## config.mk

```make
export PLATFORM = sky130hd
export DESIGN_NAME = fftc_wrap
export DESIGN_NICKNAME = d
export VERILOG_FILES = /design/src/shared/fftc_pkg.sv /design/src/rtl/fftc_pad.sv /design/src/rtl/fftc_wrap.sv
export SDC_FILE = /design/constraint.sdc
export NUM_CORES = 1
export LEC_CHECK = 0
export BUFFER_PORTS_ARGS = -buffer_cell sky130_fd_sc_hd__buf_2
export CAP_MARGIN = 10
export CORE_UTILIZATION = 45
export CTS_BUF_LIST = sky130_fd_sc_hd__clkbuf_2 sky130_fd_sc_hd__clkbuf_4 sky130_fd_sc_hd__clkbuf_8
export CTS_CLUSTER_DIAMETER = 40
export DETAILED_ROUTE_END_ITERATION = 16
export HOLD_SLACK_MARGIN = 0.03
export PLACE_DENSITY = 0.8
export SKIP_LAST_GASP = 1
export SLEW_MARGIN = 0
export SYNTH_ARGS = -nofsm -noshare
export SYNTH_HDL_FRONTEND = slang
export SYNTH_SLANG_ARGS = --single-unit
```

## constraint.sdc

```tcl
create_clock -name clk -period 4.2 [get_ports clk]
set_input_delay 0.42 -clock clk [delete_from_list [all_inputs] [get_ports clk]]
set_output_delay 0.42 -clock clk [all_outputs]
set_load 0.005 [all_outputs]
```

## src/shared/fftc_pkg.sv

```systemverilog
// fftc_pkg: build options, configuration/status word layouts and field widths
package fftc_pkg;

    // build options of the engine
    localparam int unsigned MAX_NFFT   = 10;   // largest size is 1 << MAX_NFFT, valid 3..16
    localparam int unsigned MIN_NFFT   = 3;
    localparam bit          HAS_NFFT   = 1'b1; // run-time size selection enabled
    localparam bit          FLOAT_DATA = 1'b0; // float samples force 32-bit components
    localparam int unsigned FLOAT_W    = 32;
    localparam int unsigned FIXED_IN_W  = 16;
    localparam int unsigned FIXED_OUT_W = 16;
    localparam int unsigned CHANNELS   = 1;    // 1..12

    // round a width up to whole bytes
    function automatic int unsigned pad8(input int unsigned w);
        pad8 = ((w + 7) / 8) * 8;
    endfunction

    localparam int unsigned IN_W    = FLOAT_DATA ? FLOAT_W : FIXED_IN_W;
    localparam int unsigned OUT_W   = FLOAT_DATA ? FLOAT_W : FIXED_OUT_W;
    localparam int unsigned IN_PAD  = pad8(IN_W);
    localparam int unsigned OUT_PAD = pad8(OUT_W);

    // configuration word: size log2 in the low bits, direction, then schedule
    localparam int unsigned NFFT_W      = 5;
    localparam int unsigned CFG_NFFT_LSB = 0;
    localparam int unsigned CFG_DIR_BIT  = 8;
    localparam int unsigned SCH_W        = 2 * ((MAX_NFFT + 1) / 2);
    localparam int unsigned CFG_SCH_LSB  = 9;
    localparam int unsigned CFG_W        = pad8(CFG_SCH_LSB + SCH_W);
    localparam logic        DIR_FORWARD  = 1'b1;
    localparam logic        DIR_INVERSE  = 1'b0;

    // status word: overflow flag and block exponent
    localparam int unsigned EXP_W        = 5;
    localparam int unsigned STAT_OVF_BIT = 0;
    localparam int unsigned STAT_EXP_LSB = 1;
    localparam int unsigned STAT_W       = 8;

    // counters
    localparam int unsigned CH_W  = 4;
    localparam int unsigned CNT_W = 21;

    typedef enum logic [1:0] {
        FFTC_IDLE  = 2'b00,
        FFTC_LOAD  = 2'b01,
        FFTC_DRAIN = 2'b10,
        FFTC_STAT  = 2'b11
    } fftc_state_t;

endpackage : fftc_pkg

```

## src/rtl/fftc_pad.sv

```systemverilog
// fftc_pad: sign-extends one sample component into a byte-multiple field
`timescale 1ns/100ps
`default_nettype none
module fftc_pad #(
    parameter int unsigned W  = 16,
    parameter int unsigned PW = 16
) (
    // raw component
    input  wire logic [W-1:0]  raw,
    // byte-padded component
    output logic      [PW-1:0] padded
);
    // pad bits copy the sign so the widened field keeps its value
    generate
        if (PW > W) begin : g_ext
            assign padded = {{(PW - W){raw[W-1]}}, raw};
        end else begin : g_same
            assign padded = raw;
        end
    endgenerate
endmodule // fftc_pad
`default_nettype wire

```

## src/rtl/fftc_wrap.sv

```systemverilog
// fftc_wrap: run-time configuration, status and stream framing around a transform engine
`timescale 1ns/100ps
`default_nettype none
// How it works
// (RULE1) the size field holds log2 of the point count, so 9 asks for 512 points.
// (RULE2) the requester never asks for a size above the built maximum.
// (RULE3) the size field is used only when run-time sizing is built in, else the built maximum.
// (RULE4) the direction bit is 1 for forward and 0 for inverse.
// (RULE5) the schedule field is handed to the engine for the transform that follows.
// (RULE6) configuration and status travel on their own ports, apart from the sample ports.
// (RULE7) the status word carries a flag set when any overflow hit the finished transform.
// (RULE8) the status word carries the block exponent of the finished transform.
// (RULE9) the consumer checks the overflow flag after every transform.
// (RULE10) sample in and result out ports are AXI4-Stream.
// (RULE11) floating-point components are exactly 32 bits wide.
// (RULE12) each component sits in a field widened to the next multiple of 8 bits.
// (RULE13) multichannel samples are interleaved by channel, channel index running fastest.
// (RULE14) a build option says whether the size may change at run time.
// (RULE15) the largest size is 1 << MAX_NFFT, with MAX_NFFT from 3 to 16.
// (RULE16) one configuration word precedes each frame and one status word follows it.
module fftc_wrap (
    // clock, reset, enable
    input  wire logic                          clk,
    input  wire logic                          resetn,
    input  wire logic                          ce,
    // configuration stream
    input  wire logic                          s_axis_config_tvalid,
    output logic                               s_axis_config_tready,
    input  wire logic [fftc_pkg::CFG_W-1:0]    s_axis_config_tdata,
    // sample input stream
    input  wire logic                          s_axis_data_tvalid,
    output logic                               s_axis_data_tready,
    input  wire logic [2*fftc_pkg::IN_PAD-1:0] s_axis_data_tdata,
    input  wire logic                          s_axis_data_tlast,
    // result output stream
    output logic                               m_axis_data_tvalid,
    input  wire logic                          m_axis_data_tready,
    output logic [2*fftc_pkg::OUT_PAD-1:0]     m_axis_data_tdata,
    output logic [fftc_pkg::CH_W-1:0]          m_axis_data_tuser,
    output logic                               m_axis_data_tlast,
    // status stream
    output logic                               m_axis_status_tvalid,
    input  wire logic                          m_axis_status_tready,
    output logic [fftc_pkg::STAT_W-1:0]        m_axis_status_tdata,
    // engine controls
    output logic                               eng_start,
    output logic [fftc_pkg::NFFT_W-1:0]        eng_size_log2,
    output logic                               eng_forward,
    output logic [fftc_pkg::SCH_W-1:0]         eng_sched,
    // engine sample input
    output logic                               eng_in_valid,
    input  wire logic                          eng_in_ready,
    output logic [fftc_pkg::IN_W-1:0]          eng_in_re,   // see RULE11
    output logic [fftc_pkg::IN_W-1:0]          eng_in_im,
    // engine result output
    input  wire logic                          eng_out_valid,
    output logic                               eng_out_ready,
    input  wire logic [fftc_pkg::OUT_W-1:0]    eng_out_re,
    input  wire logic [fftc_pkg::OUT_W-1:0]    eng_out_im,
    input  wire logic                          eng_out_overflow,
    input  wire logic [fftc_pkg::EXP_W-1:0]    eng_blk_exp,
    // framing events
    output logic                               ev_frame_started,
    output logic                               ev_tlast_unexpected,
    output logic                               ev_tlast_missing
);
    localparam int unsigned CW = fftc_pkg::CNT_W;
    localparam logic [fftc_pkg::CH_W-1:0] CH_LAST = fftc_pkg::CH_W'(fftc_pkg::CHANNELS - 1);
    localparam logic [fftc_pkg::NFFT_W-1:0] NFFT_MAX =
        fftc_pkg::NFFT_W'(fftc_pkg::MAX_NFFT);                                    // see RULE15

    // size actually used: requested field only when run-time sizing is built in
    function automatic logic [fftc_pkg::NFFT_W-1:0] eff_size(
        input logic [fftc_pkg::CFG_W-1:0] cfg);
        eff_size = fftc_pkg::HAS_NFFT ? cfg[fftc_pkg::CFG_NFFT_LSB +: fftc_pkg::NFFT_W]
                                      : NFFT_MAX;                           // see RULE14
    endfunction

    fftc_pkg::fftc_state_t state_q;
    logic [CW-1:0]                 frame_last_q;   // beats per frame minus one
    logic [CW-1:0]                 in_cnt_q;
    logic [CW-1:0]                 out_cnt_q;
    logic [fftc_pkg::CH_W-1:0]     out_ch_q;
    logic                          ovf_q;
    logic [fftc_pkg::EXP_W-1:0]    exp_q;
    logic [fftc_pkg::STAT_W-1:0]   stat_q;
    logic [2*fftc_pkg::OUT_PAD-1:0] out_pad;

    wire cfg_hs   = s_axis_config_tvalid && s_axis_config_tready;
    wire in_hs    = s_axis_data_tvalid && s_axis_data_tready;
    wire eout_hs  = eng_out_valid && eng_out_ready;
    wire mout_hs  = m_axis_data_tvalid && m_axis_data_tready && ce;
    wire in_final = (in_cnt_q == frame_last_q);
    wire out_final = (out_cnt_q == frame_last_q);

    // handshakes: config only between frames, samples only while loading
    assign s_axis_config_tready = ce && (state_q == fftc_pkg::FFTC_IDLE);     // see RULE16
    assign s_axis_data_tready   = ce && (state_q == fftc_pkg::FFTC_LOAD)
                                  && (!eng_in_valid || eng_in_ready);
    assign eng_out_ready        = ce && (state_q != fftc_pkg::FFTC_IDLE)
                                  && (state_q != fftc_pkg::FFTC_STAT)
                                  && (!m_axis_data_tvalid || m_axis_data_tready);
    assign m_axis_status_tvalid = (state_q == fftc_pkg::FFTC_STAT);          // see RULE6
    assign m_axis_status_tdata  = stat_q;

    // frame sequencer
    always_ff @(posedge clk or negedge resetn) begin
        if (!resetn) begin
            state_q <= fftc_pkg::FFTC_IDLE;
        end else if (ce) begin
            case (state_q)
                fftc_pkg::FFTC_IDLE: begin
                    if (cfg_hs) state_q <= fftc_pkg::FFTC_LOAD;
                end
                fftc_pkg::FFTC_LOAD: begin
                    if (in_hs && in_final) state_q <= fftc_pkg::FFTC_DRAIN;
                end
                fftc_pkg::FFTC_DRAIN: begin
                    if (mout_hs && m_axis_data_tlast) state_q <= fftc_pkg::FFTC_STAT; // see RULE16
                end
                fftc_pkg::FFTC_STAT: begin
                    if (m_axis_status_tready) state_q <= fftc_pkg::FFTC_IDLE;
                end
                default: state_q <= fftc_pkg::FFTC_IDLE;
            endcase
        end
    end

    // configuration word decode, held for the whole frame
    always_ff @(posedge clk or negedge resetn) begin
        if (!resetn) begin
            eng_size_log2 <= NFFT_MAX;
            eng_forward   <= fftc_pkg::DIR_FORWARD;
            eng_sched     <= '0;
            frame_last_q  <= '0;
        end else if (ce && cfg_hs) begin
            eng_size_log2 <= eff_size(s_axis_config_tdata);                        // see RULE3
            eng_forward   <= s_axis_config_tdata[fftc_pkg::CFG_DIR_BIT];           // see RULE4
            eng_sched     <= s_axis_config_tdata[fftc_pkg::CFG_SCH_LSB +: fftc_pkg::SCH_W]; // see RULE5
            // channels times 2^size beats; size is log2 of the point count
            frame_last_q  <= (CW'(fftc_pkg::CHANNELS) << eff_size(s_axis_config_tdata))
                             - CW'('h1);                                            // see RULE1
        end
    end

    // one-cycle start strobe follows the accepted configuration
    always_ff @(posedge clk or negedge resetn) begin
        if (!resetn) begin
            eng_start        <= 1'b0;
            ev_frame_started <= 1'b0;
        end else if (ce) begin
            eng_start        <= cfg_hs;
            ev_frame_started <= in_hs && (in_cnt_q == '0);
        end
    end

    // input register slice and beat counter; drop the pad bits toward the engine
    always_ff @(posedge clk or negedge resetn) begin
        if (!resetn) begin
            eng_in_valid <= 1'b0;
            eng_in_re    <= '0;
            eng_in_im    <= '0;
            in_cnt_q     <= '0;
        end else if (ce) begin
            if (in_hs) begin
                eng_in_valid <= 1'b1;                                               // see RULE10
                eng_in_re    <= s_axis_data_tdata[0 +: fftc_pkg::IN_W];             // see RULE12
                eng_in_im    <= s_axis_data_tdata[fftc_pkg::IN_PAD +: fftc_pkg::IN_W];
                in_cnt_q     <= in_final ? '0 : in_cnt_q + CW'('h1);
            end else if (eng_in_ready) begin
                eng_in_valid <= 1'b0;
            end
        end
    end

    // tlast checks: only flagged, the frame length from the config still rules
    always_ff @(posedge clk or negedge resetn) begin
        if (!resetn) begin
            ev_tlast_unexpected <= 1'b0;
            ev_tlast_missing    <= 1'b0;
        end else if (ce) begin
            ev_tlast_unexpected <= in_hs && s_axis_data_tlast && !in_final;
            ev_tlast_missing    <= in_hs && !s_axis_data_tlast && in_final;
        end
    end

    // widen each result component to whole bytes
    genvar gi;
    generate
        for (gi = 0; gi < 2; gi++) begin : g_pad
            fftc_pad #(
                .W  (fftc_pkg::OUT_W),
                .PW (fftc_pkg::OUT_PAD)
            ) u_pad (
                .raw    ((gi == 0) ? eng_out_re : eng_out_im),
                .padded (out_pad[gi*fftc_pkg::OUT_PAD +: fftc_pkg::OUT_PAD])  // see RULE12
            );
        end
    endgenerate

    // output register slice with channel index and frame end marker
    always_ff @(posedge clk or negedge resetn) begin
        if (!resetn) begin
            m_axis_data_tvalid <= 1'b0;
            m_axis_data_tdata  <= '0;
            m_axis_data_tuser  <= '0;
            m_axis_data_tlast  <= 1'b0;
            out_cnt_q          <= '0;
            out_ch_q           <= '0;
        end else if (ce) begin
            if (eout_hs) begin
                m_axis_data_tvalid <= 1'b1;                                         // see RULE10
                m_axis_data_tdata  <= out_pad;
                m_axis_data_tuser  <= out_ch_q;
                m_axis_data_tlast  <= out_final;
                out_cnt_q          <= out_final ? '0 : out_cnt_q + CW'('h1);
                // channel index runs fastest, sample index slower
                out_ch_q <= (out_final || out_ch_q == CH_LAST) ? '0
                            : out_ch_q + fftc_pkg::CH_W'('h1);                      // see RULE13
            end else if (m_axis_data_tready) begin
                m_axis_data_tvalid <= 1'b0;
            end
        end
    end

    // overflow gathered over the frame; a set in the clearing cycle still wins
    always_ff @(posedge clk or negedge resetn) begin
        if (!resetn) begin
            ovf_q <= 1'b0;
            exp_q <= '0;
        end else if (ce) begin
            if (eout_hs && eng_out_overflow) ovf_q <= 1'b1;                          // see RULE7
            else if (cfg_hs) ovf_q <= 1'b0;
            if (eout_hs && out_final) exp_q <= eng_blk_exp;                          // see RULE8
        end
    end

    // status word latched as the last result leaves, held until taken
    always_ff @(posedge clk or negedge resetn) begin
        if (!resetn) begin
            stat_q <= '0;
        end else if (ce && state_q == fftc_pkg::FFTC_DRAIN && mout_hs && m_axis_data_tlast) begin
            stat_q <= '0;
            stat_q[fftc_pkg::STAT_OVF_BIT]                      <= ovf_q;
            stat_q[fftc_pkg::STAT_EXP_LSB +: fftc_pkg::EXP_W]   <= exp_q;
        end
    end

    // checks
    property p_cfg_only_idle;
        @(posedge clk) disable iff (!resetn)
        s_axis_config_tready |-> !m_axis_status_tvalid && !m_axis_data_tvalid && !eng_in_valid;
    endproperty
    a_cfg_only_idle: assert property (p_cfg_only_idle) // see RULE16
        else $error("config taken outside idle");

    property p_size_used;
        @(posedge clk) disable iff (!resetn)
        (ce && cfg_hs) |=> eng_start && eng_size_log2 == eff_size($past(s_axis_config_tdata));
    endproperty
    a_size_used: assert property (p_size_used) // see RULE3
        else $error("engine size differs from decoded config");

    property p_dir_sched;
        @(posedge clk) disable iff (!resetn)
        (ce && cfg_hs) |=> eng_forward == $past(s_axis_config_tdata[fftc_pkg::CFG_DIR_BIT])
            && eng_sched == $past(s_axis_config_tdata[fftc_pkg::CFG_SCH_LSB +: fftc_pkg::SCH_W]);
    endproperty
    a_dir_sched: assert property (p_dir_sched) // see RULE4
        else $error("direction or schedule not taken from config");

    property p_frame_len;
        @(posedge clk) disable iff (!resetn)
        eng_start |-> frame_last_q == (CW'(fftc_pkg::CHANNELS) << eng_size_log2) - CW'('h1);
    endproperty
    a_frame_len: assert property (p_frame_len) // see RULE1
        else $error("frame length not 2^size per channel");

    property p_status_after_last;
        @(posedge clk) disable iff (!resetn)
        (state_q == fftc_pkg::FFTC_DRAIN && mout_hs && m_axis_data_tlast)
            |=> m_axis_status_tvalid && m_axis_status_tdata[fftc_pkg::STAT_OVF_BIT] == $past(ovf_q);
    endproperty
    a_status_after_last: assert property (p_status_after_last) // see RULE7
        else $error("status missing or wrong after last result");

    property p_exp_in_status;
        @(posedge clk) disable iff (!resetn)
        m_axis_status_tvalid |->
            m_axis_status_tdata[fftc_pkg::STAT_EXP_LSB +: fftc_pkg::EXP_W] == exp_q;
    endproperty
    a_exp_in_status: assert property (p_exp_in_status) // see RULE8
        else $error("block exponent not in status");

    property p_out_stable;
        @(posedge clk) disable iff (!resetn)
        (m_axis_data_tvalid && !m_axis_data_tready)
            |=> m_axis_data_tvalid && $stable(m_axis_data_tdata) && $stable(m_axis_data_tlast);
    endproperty
    a_out_stable: assert property (p_out_stable) // see RULE10
        else $error("result stream changed while stalled");

    property p_pad_sign;
        @(posedge clk) disable iff (!resetn)
        m_axis_data_tvalid |-> m_axis_data_tdata[fftc_pkg::OUT_PAD-1]
                               == m_axis_data_tdata[fftc_pkg::OUT_W-1];
    endproperty
    a_pad_sign: assert property (p_pad_sign) // see RULE12
        else $error("pad bits do not copy the sign");

    property p_channel_first;
        @(posedge clk) disable iff (!resetn)
        (ce && eout_hs && !out_final)
            |=> out_ch_q == (($past(out_ch_q) == CH_LAST) ? '0
                             : $past(out_ch_q) + fftc_pkg::CH_W'('h1));
    endproperty
    a_channel_first: assert property (p_channel_first) // see RULE13
        else $error("channel index did not step first");

endmodule // fftc_wrap
`default_nettype wire

```

Word-level counts from Yosys, hierarchy flattened

Index checks and enable logic that the tools add are counted.

Flip-flop bits (word level): 172
Output and inout bits: 103
Logic and storage cells: 96

Shift-type cells: 1
Mux-type cells: 14
Reductions and logical operators: 45
Eq/ne operators: 10
$add $sub $neg: 4

Operators with widths:

| operator                                                               | number |
|---|---|
| 21-bit by 1-bit adder with 21-bit output (second input constant)       | 2 |
| 21-bit equality test                                                   | 2 |
| 21-bit 2-to-1 mux                                                      | 2 |
| 1-bit logical AND                                                      | 24 |
| 21-bit zero test                                                       | 1 |
| 1-bit by 5-bit left shift with 21-bit output (first input constant)    | 1 |
| 21-bit by 1-bit subtractor with 21-bit output (second input constant)  | 1 |
| 2-bit AND reduction                                                    | 6 |
| 2-bit 2-to-1 mux                                                       | 4 |
| 2-bit case mux with 4 select lines                                     | 1 |
| 2-bit nonzero test                                                     | 4 |
| 1-bit 2-to-1 mux                                                       | 6 |
| 2-bit != test (second input constant)                                  | 3 |
| 5-bit AND reduction                                                    | 1 |
| 4-bit by 1-bit adder with 4-bit output (second input constant)         | 1 |
| 2-bit equality test (second input constant)                            | 2 |
| 1-bit zero test                                                        | 4 |
| 4-bit zero test                                                        | 1 |
| 4-bit 2-to-1 mux                                                       | 1 |
| 2-bit by 1-bit != test with 1-bit output (second input constant)       | 2 |
| 1-bit logical OR                                                       | 3 |
| 2-bit by 1-bit equality test with 1-bit output (second input constant) | 1 |
| 2-bit zero test                                                        | 1 |

Logic depth before layout (Yosys ltp)

Gate-level depths: netlist of the first run.

Depth in word-level cells: 8
Depth in mapped cells: 10

Hierarchy

A second synthesis of the first run with hierarchy kept.

Cell total of the unflattened synthesis: 860
Area, all modules: 8217.9 µm²

By module, submodules not included:

| module    | cells each | sequential area each (µm²) | area each (µm²) | instances |
|---|---|---|---|---|
| fftc_wrap | 828        | 4307.9                     | 7977.7          | 1 |
| fftc_pad  | 16         | 0.0                        | 120.1           | 2 |

Worst setup path before layout of the first run

Ideal clock, no wire load.

Path type: input port to flip-flop
Start point: input s_axis_config_tdata[0] in the netlist's numbering
End point: register frame_last_q[14]
Stages on the path: 8
Path buffers: 2
Data required time: 4.075 ns
Setup time: 0.125 ns
Arrival: 2.115 ns
Path slack: 1.960 ns
Cells stage by stage: or3_1 or3_1 ha_1 clkbuf_1 clkbuf_1 o21ai_0 o31ai_1 mux2_2

Word-level cells in the longest chain between the ends: 2

RTL lines:

| item                                          | RTL line         | RTL |
|---|---|---|
| from (decl)                                   | fftc_wrap.sv:29  | `input wire logic [fftc_pkg::CFG_W-1:0] s_axis_config_tdata,` |
| 1-bit by 5-bit left shift with 21-bit output  | fftc_wrap.sv:141 | `frame_last_q <= (CW'(fftc_pkg::CHANNELS) << eff_size(s_axis_config_tdata))` |
| 21-bit by 1-bit subtractor with 21-bit output | fftc_wrap.sv:142 | `- CW'('h1);` |
| to (signal assigned)                          | fftc_wrap.sv:141 |  |
| to (decl)                                     | fftc_wrap.sv:80  | `logic [CW-1:0] frame_last_q;` |

Every way passes these cells.
A chain may end at the register's enable or synchronous reset.

Worst setup path in the final report of the first run

Start point: register out_cnt_q[3]
End point: register exp_q[0] in the netlist's numbering

Word-level cells in the longest chain between the ends: 3

RTL lines:

| item                                 | RTL line         | RTL |
|---|---|---|
| from (decl)                          | fftc_wrap.sv:82  | `logic [CW-1:0] out_cnt_q;` |
| from (signal assigned)               | fftc_wrap.sv:216 | `out_cnt_q <= out_final ? '0 : out_cnt_q + CW'('h1);` |
| 21-bit equality test                 | fftc_wrap.sv:94  | `wire out_final = (out_cnt_q == frame_last_q);` |
| 1-bit logical AND                    | fftc_wrap.sv:234 | `if (eout_hs && out_final) exp_q <= eng_blk_exp;` |
| 2-bit AND reduction (no source line) | --               |  |
| to (signal assigned)                 | fftc_wrap.sv:234 |  |
| to (decl)                            | fftc_wrap.sv:85  | `logic [fftc_pkg::EXP_W-1:0] exp_q;` |

Every way passes these cells.

==> impl_metrics.yaml, run 1 <==
synth:
  synth_commonest_cells: "nand2_1 (261), dfrtp_1 (169), xor2_1 (50), nor2_1 (43), o21ai_0 (37)"
  synth.distinct_cells: 52
  synth-edff-count: 0
  async_reset_ff_share_pct: 100
  synth_most_common_cell: "nand2_1"
  yosysSeqAreaShare_pct: 53.9
  ys_ff_latch: 172
  post-synth-top-area-cell: "dfrtp_1"
  ys.flop_type: "dfrtp_1"
  synth_top_area_share_pct: 53.0
  synth_area_leaders: "dfrtp_1 (53%), nand2_1 (12%), xor2_1 (5.5%), mux2_2 (3.9%), xnor2_1 (2.6%)"
  netlist_instances: 834
  synth-warning-count: 0
  synth_area_um2: 7990
  syn_avg_cell_area_um2: 9.58
die:
  core_um2: 17300
  core.rowCount: 48
  die_y_um: 135
  start_util_pct: 46.2
  io_pins: 207
  fp.dieW_um: 135
  die-area_um2: 18300
route:
  detailroute.via_count: 6404
  wire_per_inst_um: 14.6
  post_drt_via_cell_ratio: 5.11
  drt_wl_total_um: 18400
  final_antenna_net_count: 0
  first_iter_violations: 436
  first_pass_iters: 5
  drc: 0
setup_path:
  cp.required_ns: 4.55
  startpoint_type: "register"
  r2r-start: "out_cnt_q[3]$_DFFE_PN0P_"
  path_max_fanout: 24
  cp.arrival_ns: 2.84
  startpoint: "out_cnt_q[3]$_DFFE_PN0P_"
  worst-setup-path-type: "register to register"
  cp-end-kind: "register"
placed_design:
  dp_hpwl_um: 13000
  placed_area_um2: 9150
  gp_congestion: 0.823
  port-buffer-count: 196
  dp.cells: 1223
sta:
  finalSetupViolations: 0
  period_minus_slack_ns: 2.49
  period_share_pct: 59.3
  hold_viol_final: 0
  finalSetupTns_ns: 0
  relSlewSlack_pct: 35.5
  clock.fmax_ghz: 0.402
  final_max_slew_viol_count: 0
  worstMarginPinSlew_ns: 0.967
  rsz0062_at_grt: "no"
  fin_skew_ns: 0.0171
finish:
  syn_to_final_growth_pct: 19.3
  nets: 1131
  drive_above_1_share_pct: 27.2
  n_antenna_cell: 0
  final_cells: 1254
  final_area_um2: 9520
run_status:
  status: "finished clean"
clock_tree:
  root_buffer: "clkbuf_8"
  clk_latency_ns: 0.47
  post_cts_buffers: 0
  clkSlewWorstSetupHoldPaths_ns: 0.09
  cts_buffer_depth: 2
  clock_sinks: 172
  postCtsHoldBufs: 0
  cts_made_buffers: 17
  tritoncts: "yes"
  cts-resized-gates: 0
  htreeDepth: 4
global_routing:
  grt_pass1_vias: 6080
  grt_pass1_wl_um: 29800
  grt_usage_pct: 20.7
  grt_max_degree: 106
  grt_overflow: 0
  antenna_found_initial: 0
power_and_ir_drop:
  vdd_drop_max_v: 0.000327
  p_int_mw: 3.55
  clockPowerShare_pct: 20.4
  totalPowerFinal_mw: 5.50
  switching_share_pct: 35.5
  power_frac_comb_pct: 31.0
  switchingPower_mw: 1.96
  leakage_nw: 4.94
  power_frac_seq_pct: 48.6
  p_per_area_nw_per_um2: 578
run:
  max_cap_viol_count: 0
hold_path:
  hold_path.class: "input port to asynchronous set/reset pin"
==> worst max-delay path: stages, from the launching register on <==
cell and delay (ns):
dfrtp_1 0.49, xnor2_1 0.18, nand4_1 0.10, nor4_1 0.33, nand4_2 0.31, nor2_4 0.56
mux2_2 0.40
==> registers in the layout (all words and copies together) (netlist names), 4 cells and up <==
name	count
eng_in_im	16
eng_in_re	16
eng_sched	10
eng_size_log2	5
exp_q	5
frame_last_q	21
in_cnt_q	21
m_axis_data_tdata	32
m_axis_data_tuser	4
m_axis_status_tdata	6
out_ch_q	4
out_cnt_q	21
==> cells by family after synthesis <==
logic type	Yosys count	synth area share [%]
flip-flops	172	53.9
buffers and inverters	60	3.24
AO/OA/AOI/OAI	82	6.25
XOR/XNOR	74	8.12
AND/OR/NAND/NOR	406	22.7
adder cells (fa/ha/maj)	10	1.57
multiplexers	29	4.09
other	1	0.0470
==> through the flow <==
stage	utilization [%]	hold WS (ns)	setup WS (ns)
2_1_floorplan	-	0.124	1.96
5_1_grt	55.1	0.113	1.50
4_1_cts	55.1	0.104	1.71
6_report	55.1	0.0816	1.71
3_5_place_dp	52.9	0.457	1.52
3_3_place_gp	52.9	0.453	1.61
==> cells in the final DEF, fill, tap and decap left out, types with 10 or more instances in the layout <==
cell type  count
nand2_1      260
buf_2        195
dfrtp_1      169
xor2_1        50
nor2_1        43
o21ai_0       37
mux2_2        28
nand3_1       27
xnor2_1       24
clkbuf_8      18
inv_1         17
a21oi_1       15
nand4_1       13
nor3_1        11
nor4_1        10
ha_1          10
==> layer usage <==
layer / routed length, um / GRT usage [%]
met5: 0 / 0
met1: 7940 / 25.8
met3: 997 / 5.01
met2: 8910 / 33.2
met4: 510 / 11.0
==> power by group through the flow <==
stage	clock network (mW)	registers (mW)	logic, mW
2_1_floorplan	0	2.63	0.989
5_1_grt	1.22	2.74	1.93
3_3_place_gp	0	2.67	1.64
4_1_cts	1.15	2.67	1.73
6_report	1.12	2.68	1.71
3_5_place_dp	0	2.70	1.72
==> worst paths after layout <==
check | depth (start not counted) | slack (ns) | end
setup reg to reg | 6 | 1.71 | exp_q[0]$_DFFE_PN0P_
hold reg to reg | 2 | 0.48 | eng_in_re[10]$_DFFE_PN0P_
setup / recovery | 6 | 1.71 | exp_q[0]$_DFFE_PN0P_
hold / removal | 1 | 0.08 | eng_sched[7]$_DFFE_PN0P_
max in group asynchronous | 2 | 3.18 | eng_in_re[5]$_DFFE_PN0P_
min in group clk | 3 | 0.13 | m_axis_data_tdata[6]$_DFFE_PN0P_
==> area by class of cell <==
| class | instances | area [um2] |
|---|---|---|
| clock buffers | 20 | 263 |
| clock inverters | 11 | 113 |
| fillers | 1522 | 7770 |
| inverters | 18 | 67.6 |
| multi-input cells | 603 | 3440 |
| flip-flops and latches | 172 | 4310 |
| well taps | 225 | 282 |
| repair buffers | 205 | 1050 |
No activity file was read; power rests on OpenSTA's default activity.
==> run 2, diff against run 1 <==
==> constraint.sdc (replaced) <==
create_clock -name clk -period 2.6 [get_ports clk]
set_input_delay 0.26 -clock clk [delete_from_list [all_inputs] [get_ports clk]]
set_output_delay 0.26 -clock clk [all_outputs]
set_load 0.005 [all_outputs]
==> run 2 against run 1 <==
  * Final cell count is 7.7% higher
  * Non-clock buffer count up 96
  * Critical path type unchanged
  * Core utilization increased by 5.6 points
==> impl_metrics.yaml, run 2 (synthesis results as in run 1) <==
run:
  max_cap_viol_count: 0
route:
  wire_per_inst_um: 15.0
  first_iter_violations: 413
  first_pass_iters: 5
  detailroute.via_count: 6919
  post_drt_via_cell_ratio: 5.12
  drc: 0
  drt_wl_total_um: 20300
  final_antenna_net_count: 0
clock_tree:
  clkSlewWorstSetupHoldPaths_ns: 0.09
  root_buffer: "clkbuf_8"
  cts_made_buffers: 17
  cts-resized-gates: 0
  clk_latency_ns: 0.46
  htreeDepth: 4
  clock_sinks: 172
  cts_buffer_depth: 2
  post_cts_buffers: 0
  tritoncts: "yes"
die:
  io_pins: 207
  fp.dieW_um: 135
  core.rowCount: 48
  die_y_um: 135
  start_util_pct: 46.2
  core_um2: 17300
  die-area_um2: 18300
sta:
  finalSetupTns_ns: 0
  fin_skew_ns: 0.0154
  relSlewSlack_pct: 51.5
  final_max_slew_viol_count: 0
  finalSetupViolations: 0
  worstMarginPinSlew_ns: 0.725
  whs_ns: 0.0989
  clock.fmax_ghz: 0.433
  hold_viol_final: 0
  period_share_pct: 88.9
  rsz0062_at_grt: "no"
  period_minus_slack_ns: 2.31
  fin_ws_ns: 0.289
setup_path:
  startpoint_type: "register"
  slowest_stage: "dfrtp_1"
  cp.required_ns: 2.99
  cp-end-kind: "register"
  worst-setup-path-type: "register to register"
  crit_chain: "inv_1 -> ha_1 -> nand2b_2 -> nor4_4 -> and2_1 -> nand3_1 -> or3_1 -> a21oi_1"
  path_max_fanout: 5
  cp.arrival_ns: 2.70
  cpPeakStageDelay_ns: 0.40
finish:
  n_antenna_cell: 0
  nets: 1227
  final_cells: 1351
  final_cell_mix: "nand2_1 (260), buf_2 (195), dfrtp_1 (169), dlygate4sd3_1 (83), xor2_1 (50)"
  drive_above_1_share_pct: 26.1
  final_common_cell: "nand2_1"
  syn_to_final_growth_pct: 31.5
  largest_register_ffs: 32
  largest_register: "m_axis_data_tdata"
placed_design:
  dp.cells: 1236
  gp_congestion: 0.824
  dp_hpwl_um: 13100
  port-buffer-count: 196
  post-place-ws_ns: 0.260
global_routing:
  antenna_found_initial: 0
  grt_usage_pct: 22.7
  grt_pass1_vias: 6707
  grt_max_degree: 68
  grt_pass1_wl_um: 32200
  grt_overflow: 0
power_and_ir_drop:
  vdd_drop_max_v: 0.000507
  totalPowerFinal_mw: 9.14
  leakage_nw: 5.38
  p_per_area_nw_per_um2: 871
hold_path:
  hold_path.class: "input port to register"
run_status:
  status: "finished clean"
run 2: cell count changes in the layout (fill, tap and decap cells not counted), sizes merged:
cell / previous run / this run
dlygate4sd3: 0 / 83
buf: 205 / 218
inv: 21 / 24
clkinv: 5 / 4
clkinvlp: 2 / 1
run 2: power breakdown:
group	switching (mW)	leakage, nW	total [mW]	internal (mW)
clock	1.02	0.203	1.87	0.850
sequential	0.757	2.18	4.35	3.59
combinational	1.49	2.99	2.92	1.43
total	3.27	5.38	9.14	5.87
run 2: worst paths after layout:
path | startpoint | slack (ns) | end | cells after the start
max reg2reg | state_q[0]$_DFFE_PN0P_ | 0.29 | out_cnt_q[20]$_DFFE_PN0P_ | 8
min | m_axis_data_tready | 0.1 | m_axis_data_tvalid$_DFFE_PN0P_ | 4
min reg2reg | m_axis_data_tdata[6]$_DFFE_PN0P_ | 0.47 | m_axis_data_tdata[6]$_DFFE_PN0P_ | 2
min in group asynchronous | resetn | 0.37 | eng_sched[5]$_DFFE_PN0P_ | 2
max in group asynchronous | resetn | 1.42 | eng_size_log2[4]$_DFFE_PN0P_ | 3
max | state_q[0]$_DFFE_PN0P_ | 0.29 | out_cnt_q[20]$_DFFE_PN0P_ | 8
run 2: worst max-delay path, delay by kind of cell (launching register included):
family	cells	cell delay, ns
buffers and inverters	1	0.08
AND/OR/NAND/NOR	5	1.39
AO/OA/AOI/OAI	1	0.14
flip-flops	1	0.40
adder cells (fa/ha/maj)	1	0.22
run 2: repair_timing:
action | in CTS | in global routing
endpoints found under the setup margin | 0 | 0
endpoints found under the hold margin | 143 | 0
hold buffers | 83 | 0
run 2: layout make-up:
class                           count  area (um2)
Clock buffer                       20         269
Clock inverter                     12         129
Fill cell                        1405        6800
Inverter                           18        67.6
Multi-Input combinational cell    603        3440
Sequential cell                   172        4310
Tap cell                          225         282
Timing Repair Buffer              301        2010
run 2: stage by stage:
| stage | utilization, % | area, um2 |
|---|---|---|
| detailed placement | 53.6 | 9270 |
| floorplan | - | 7990 |
| global placement | 53.6 | 9270 |
| global route | 60.7 | 10500 |
| finish | 60.7 | 10500 |
| CTS | 60.7 | 10500 |
run 2: per-layer routing:
metal / wire [um] / track usage (%) / part of all wire (%) / vias up
met1: 8190 / 26.9 / 40 / 3335
li1: - / - / - / 3302
met2: 10300 / 38.4 / 51 / 235
met4: 693 / 11.7 / 3.4 / 0
met5: 0 / 0 / 0 / -
met3: 1110 / 5.24 / 5.5 / 47
==> run 3, diff against run 2 <==
==> constraint.sdc (replaced) <==
create_clock -name clk -period 2.3 [get_ports clk]
set_input_delay 0.23 -clock clk [delete_from_list [all_inputs] [get_ports clk]]
set_output_delay 0.23 -clock clk [all_outputs]
set_load 0.005 [all_outputs]
==> run 3 against run 2 <==
  * Power is 12% higher
  * Routed wire length is essentially flat
  * Worst setup slack worse by 0.13 ns
  * Final area grew 0.54%
  * Final cell count increased by 0.52%
  * First-iteration DRC count fell by 3.6%
==> impl_metrics.yaml, run 3 (synthesis results as in run 1) <==
sta:
  final_max_slew_viol_count: 0
  rsz0062_at_grt: "yes"
  clock.fmax_ghz: 0.468
  whs_ns: 0.0643
  period_minus_slack_ns: 2.14
  finalSetupViolations: 0
  worstMarginPinSlew_ns: 0.580
  period_share_pct: 92.9
  hold_viol_final: 0
  relSlewSlack_pct: 61.0
  finalSetupTns_ns: 0
  fin_skew_ns: 0.0145
clock_tree:
  clkSlewWorstSetupHoldPaths_ns: 0.10
  htreeDepth: 4
  cts_buffer_depth: 2
  root_buffer: "clkbuf_8"
  cts_made_buffers: 17
  tritoncts: "yes"
  clock_sinks: 172
  clk_latency_ns: 0.46
  cts-resized-gates: 0
global_routing:
  grt_pass1_wl_um: 32800
  grt_overflow: 0
  antenna_found_initial: 0
  grt_max_degree: 58
  grt_usage_pct: 22.9
  grt_pass1_vias: 6759
finish:
  final_area_um2: 10600
  drive_above_1_share_pct: 26.6
  post-route-util_pct: 61.0
  syn_to_final_growth_pct: 32.2
  final_cell_mix: "nand2_1 (260), buf_2 (195), dfrtp_1 (169), dlygate4sd3_1 (83), xor2_1 (50)"
  nets: 1234
  final_common_cell: "nand2_1"
  largest_register: "m_axis_data_tdata"
  n_antenna_cell: 0
  largest_register_ffs: 32
power_and_ir_drop:
  switching_share_pct: 35.9
  totalPowerFinal_mw: 10.3
  vdd_drop_max_v: 0.000591
  p_int_mw: 6.58
  power_frac_seq_pct: 47.6
  p_per_area_nw_per_um2: 972
  clockPowerShare_pct: 19.6
  power_frac_comb_pct: 32.8
  switchingPower_mw: 3.68
  leakage_nw: 5.41
setup_path:
  path_max_fanout: 7
  r2r-end: "exp_q[0]$_DFFE_PN0P_"
  cp.required_ns: 2.63
  cp.arrival_ns: 2.47
  startpoint_type: "register"
  cp-end-kind: "register"
  r2r-start: "out_cnt_q[3]$_DFFE_PN0P_"
  worst-setup-path-type: "register to register"
  ff2ff_path_depth: 6
  r2r_slack_ns: 0.16
die:
  die_y_um: 135
  die-area_um2: 18300
  start_util_pct: 46.2
  io_pins: 207
  core.rowCount: 48
  fp.dieW_um: 135
  core_um2: 17300
hold_path:
  holdPathEnd: "eng_size_log2[4]$_DFFE_PN0P_"
  hold_start: "s_axis_config_tvalid"
  hold_path.class: "input port to register"
  hold_depth: 3
route:
  first_iter_violations: 398
  drt_wl_total_um: 20300
  detailroute.via_count: 6846
  wire_per_inst_um: 14.9
  drc: 0
  post_drt_via_cell_ratio: 5.04
  final_antenna_net_count: 0
  first_pass_iters: 5
run_status:
  status: "finished clean"
placed_design:
  port-buffer-count: 196
  placed_area_um2: 9350
  dp_hpwl_um: 13400
  gp_congestion: 0.860
run:
  max_cap_viol_count: 0
[run 3: cell count changes in the layout (fill, tap and decap cells not counted), sizes merged]
cell,before,now
buf,218,225
clkinv,4,5
bufinv,1,0
[run 3: worst max-delay path: stages (launching register included)]
cell and delay, ns:
dfrtp_1 0.48, xnor2_1 0.19, nand4_1 0.12, nor4_1 0.37, nand4_2 0.22, nor2_4 0.26, mux2_2 0.38
[run 3: how the worst max path moves through the flow]
stage / start / endpoint
final: out_cnt_q[3]$_DFFE_PN0P_ / exp_q[0]$_DFFE_PN0P_
after global routing: state_q[0]$_DFFE_PN0P_ / out_cnt_q[9]$_DFFE_PN0P_
after CTS: state_q[0]$_DFFE_PN0P_ / exp_q[0]$_DFFE_PN0P_
after detailed placement: s_axis_config_tdata[0] / frame_last_q[12]$_DFFE_PN0P_
after global placement: s_axis_config_tdata[0] / frame_last_q[12]$_DFFE_PN0P_
after floorplan: s_axis_config_tdata[0] / frame_last_q[14]$_DFFE_PN0P_
[run 3: power groups by stage]
stage                     Clock (mW)  Combinational (mW)  Sequential [mW]
after floorplan                    0                1.81             4.81
after global placement             0                3.10             4.86
after detailed placement           0                3.23             4.90
after CTS                       2.07                3.35             4.85
after global routing            2.20                3.78             5.00
final                           2.01                3.36             4.88
[run 3: metrics by stage]
step           instances  setup WS [ns]
6_report            1358          0.163
5_1_grt             1358       -0.00270
4_1_cts             1358          0.166
3_5_place_dp        1243          0.166
3_3_place_gp        1243          0.170
2_1_floorplan        835          0.250
[run 3: what timing repair did]
| action | in CTS | in global routing |
|---|---|---|
| endpoints found under the setup margin | 0 | 15 |
| hold buffers | 83 | 0 |
| setup buffers | 0 | 0 |
| hold endpoints to repair | 125 | 0 |
[run 3: cell type report]
| cell class | instances | area (um2) |
|---|---|---|
| Tap cell | 225 | 282 |
| Sequential cell | 172 | 4310 |
| Inverter | 18 | 67.6 |
| Fill cell | 1381 | 6740 |
| Clock buffer | 20 | 275 |
| Timing Repair Buffer | 308 | 2090 |
| Multi-Input combinational cell | 603 | 3440 |
| Clock inverter | 12 | 101 |
[run 3: layer usage]
| metal | part of all wire (%) | wire [um] | track usage (%) |
|---|---|---|---|
| met3 | 4.9 | 998 | 5.24 |
| met5 | 0 | 0 | 0 |
| met2 | 50 | 10100 | 38.4 |
| met1 | 42 | 8540 | 28.3 |
| met4 | 3.3 | 661 | 9.74 |
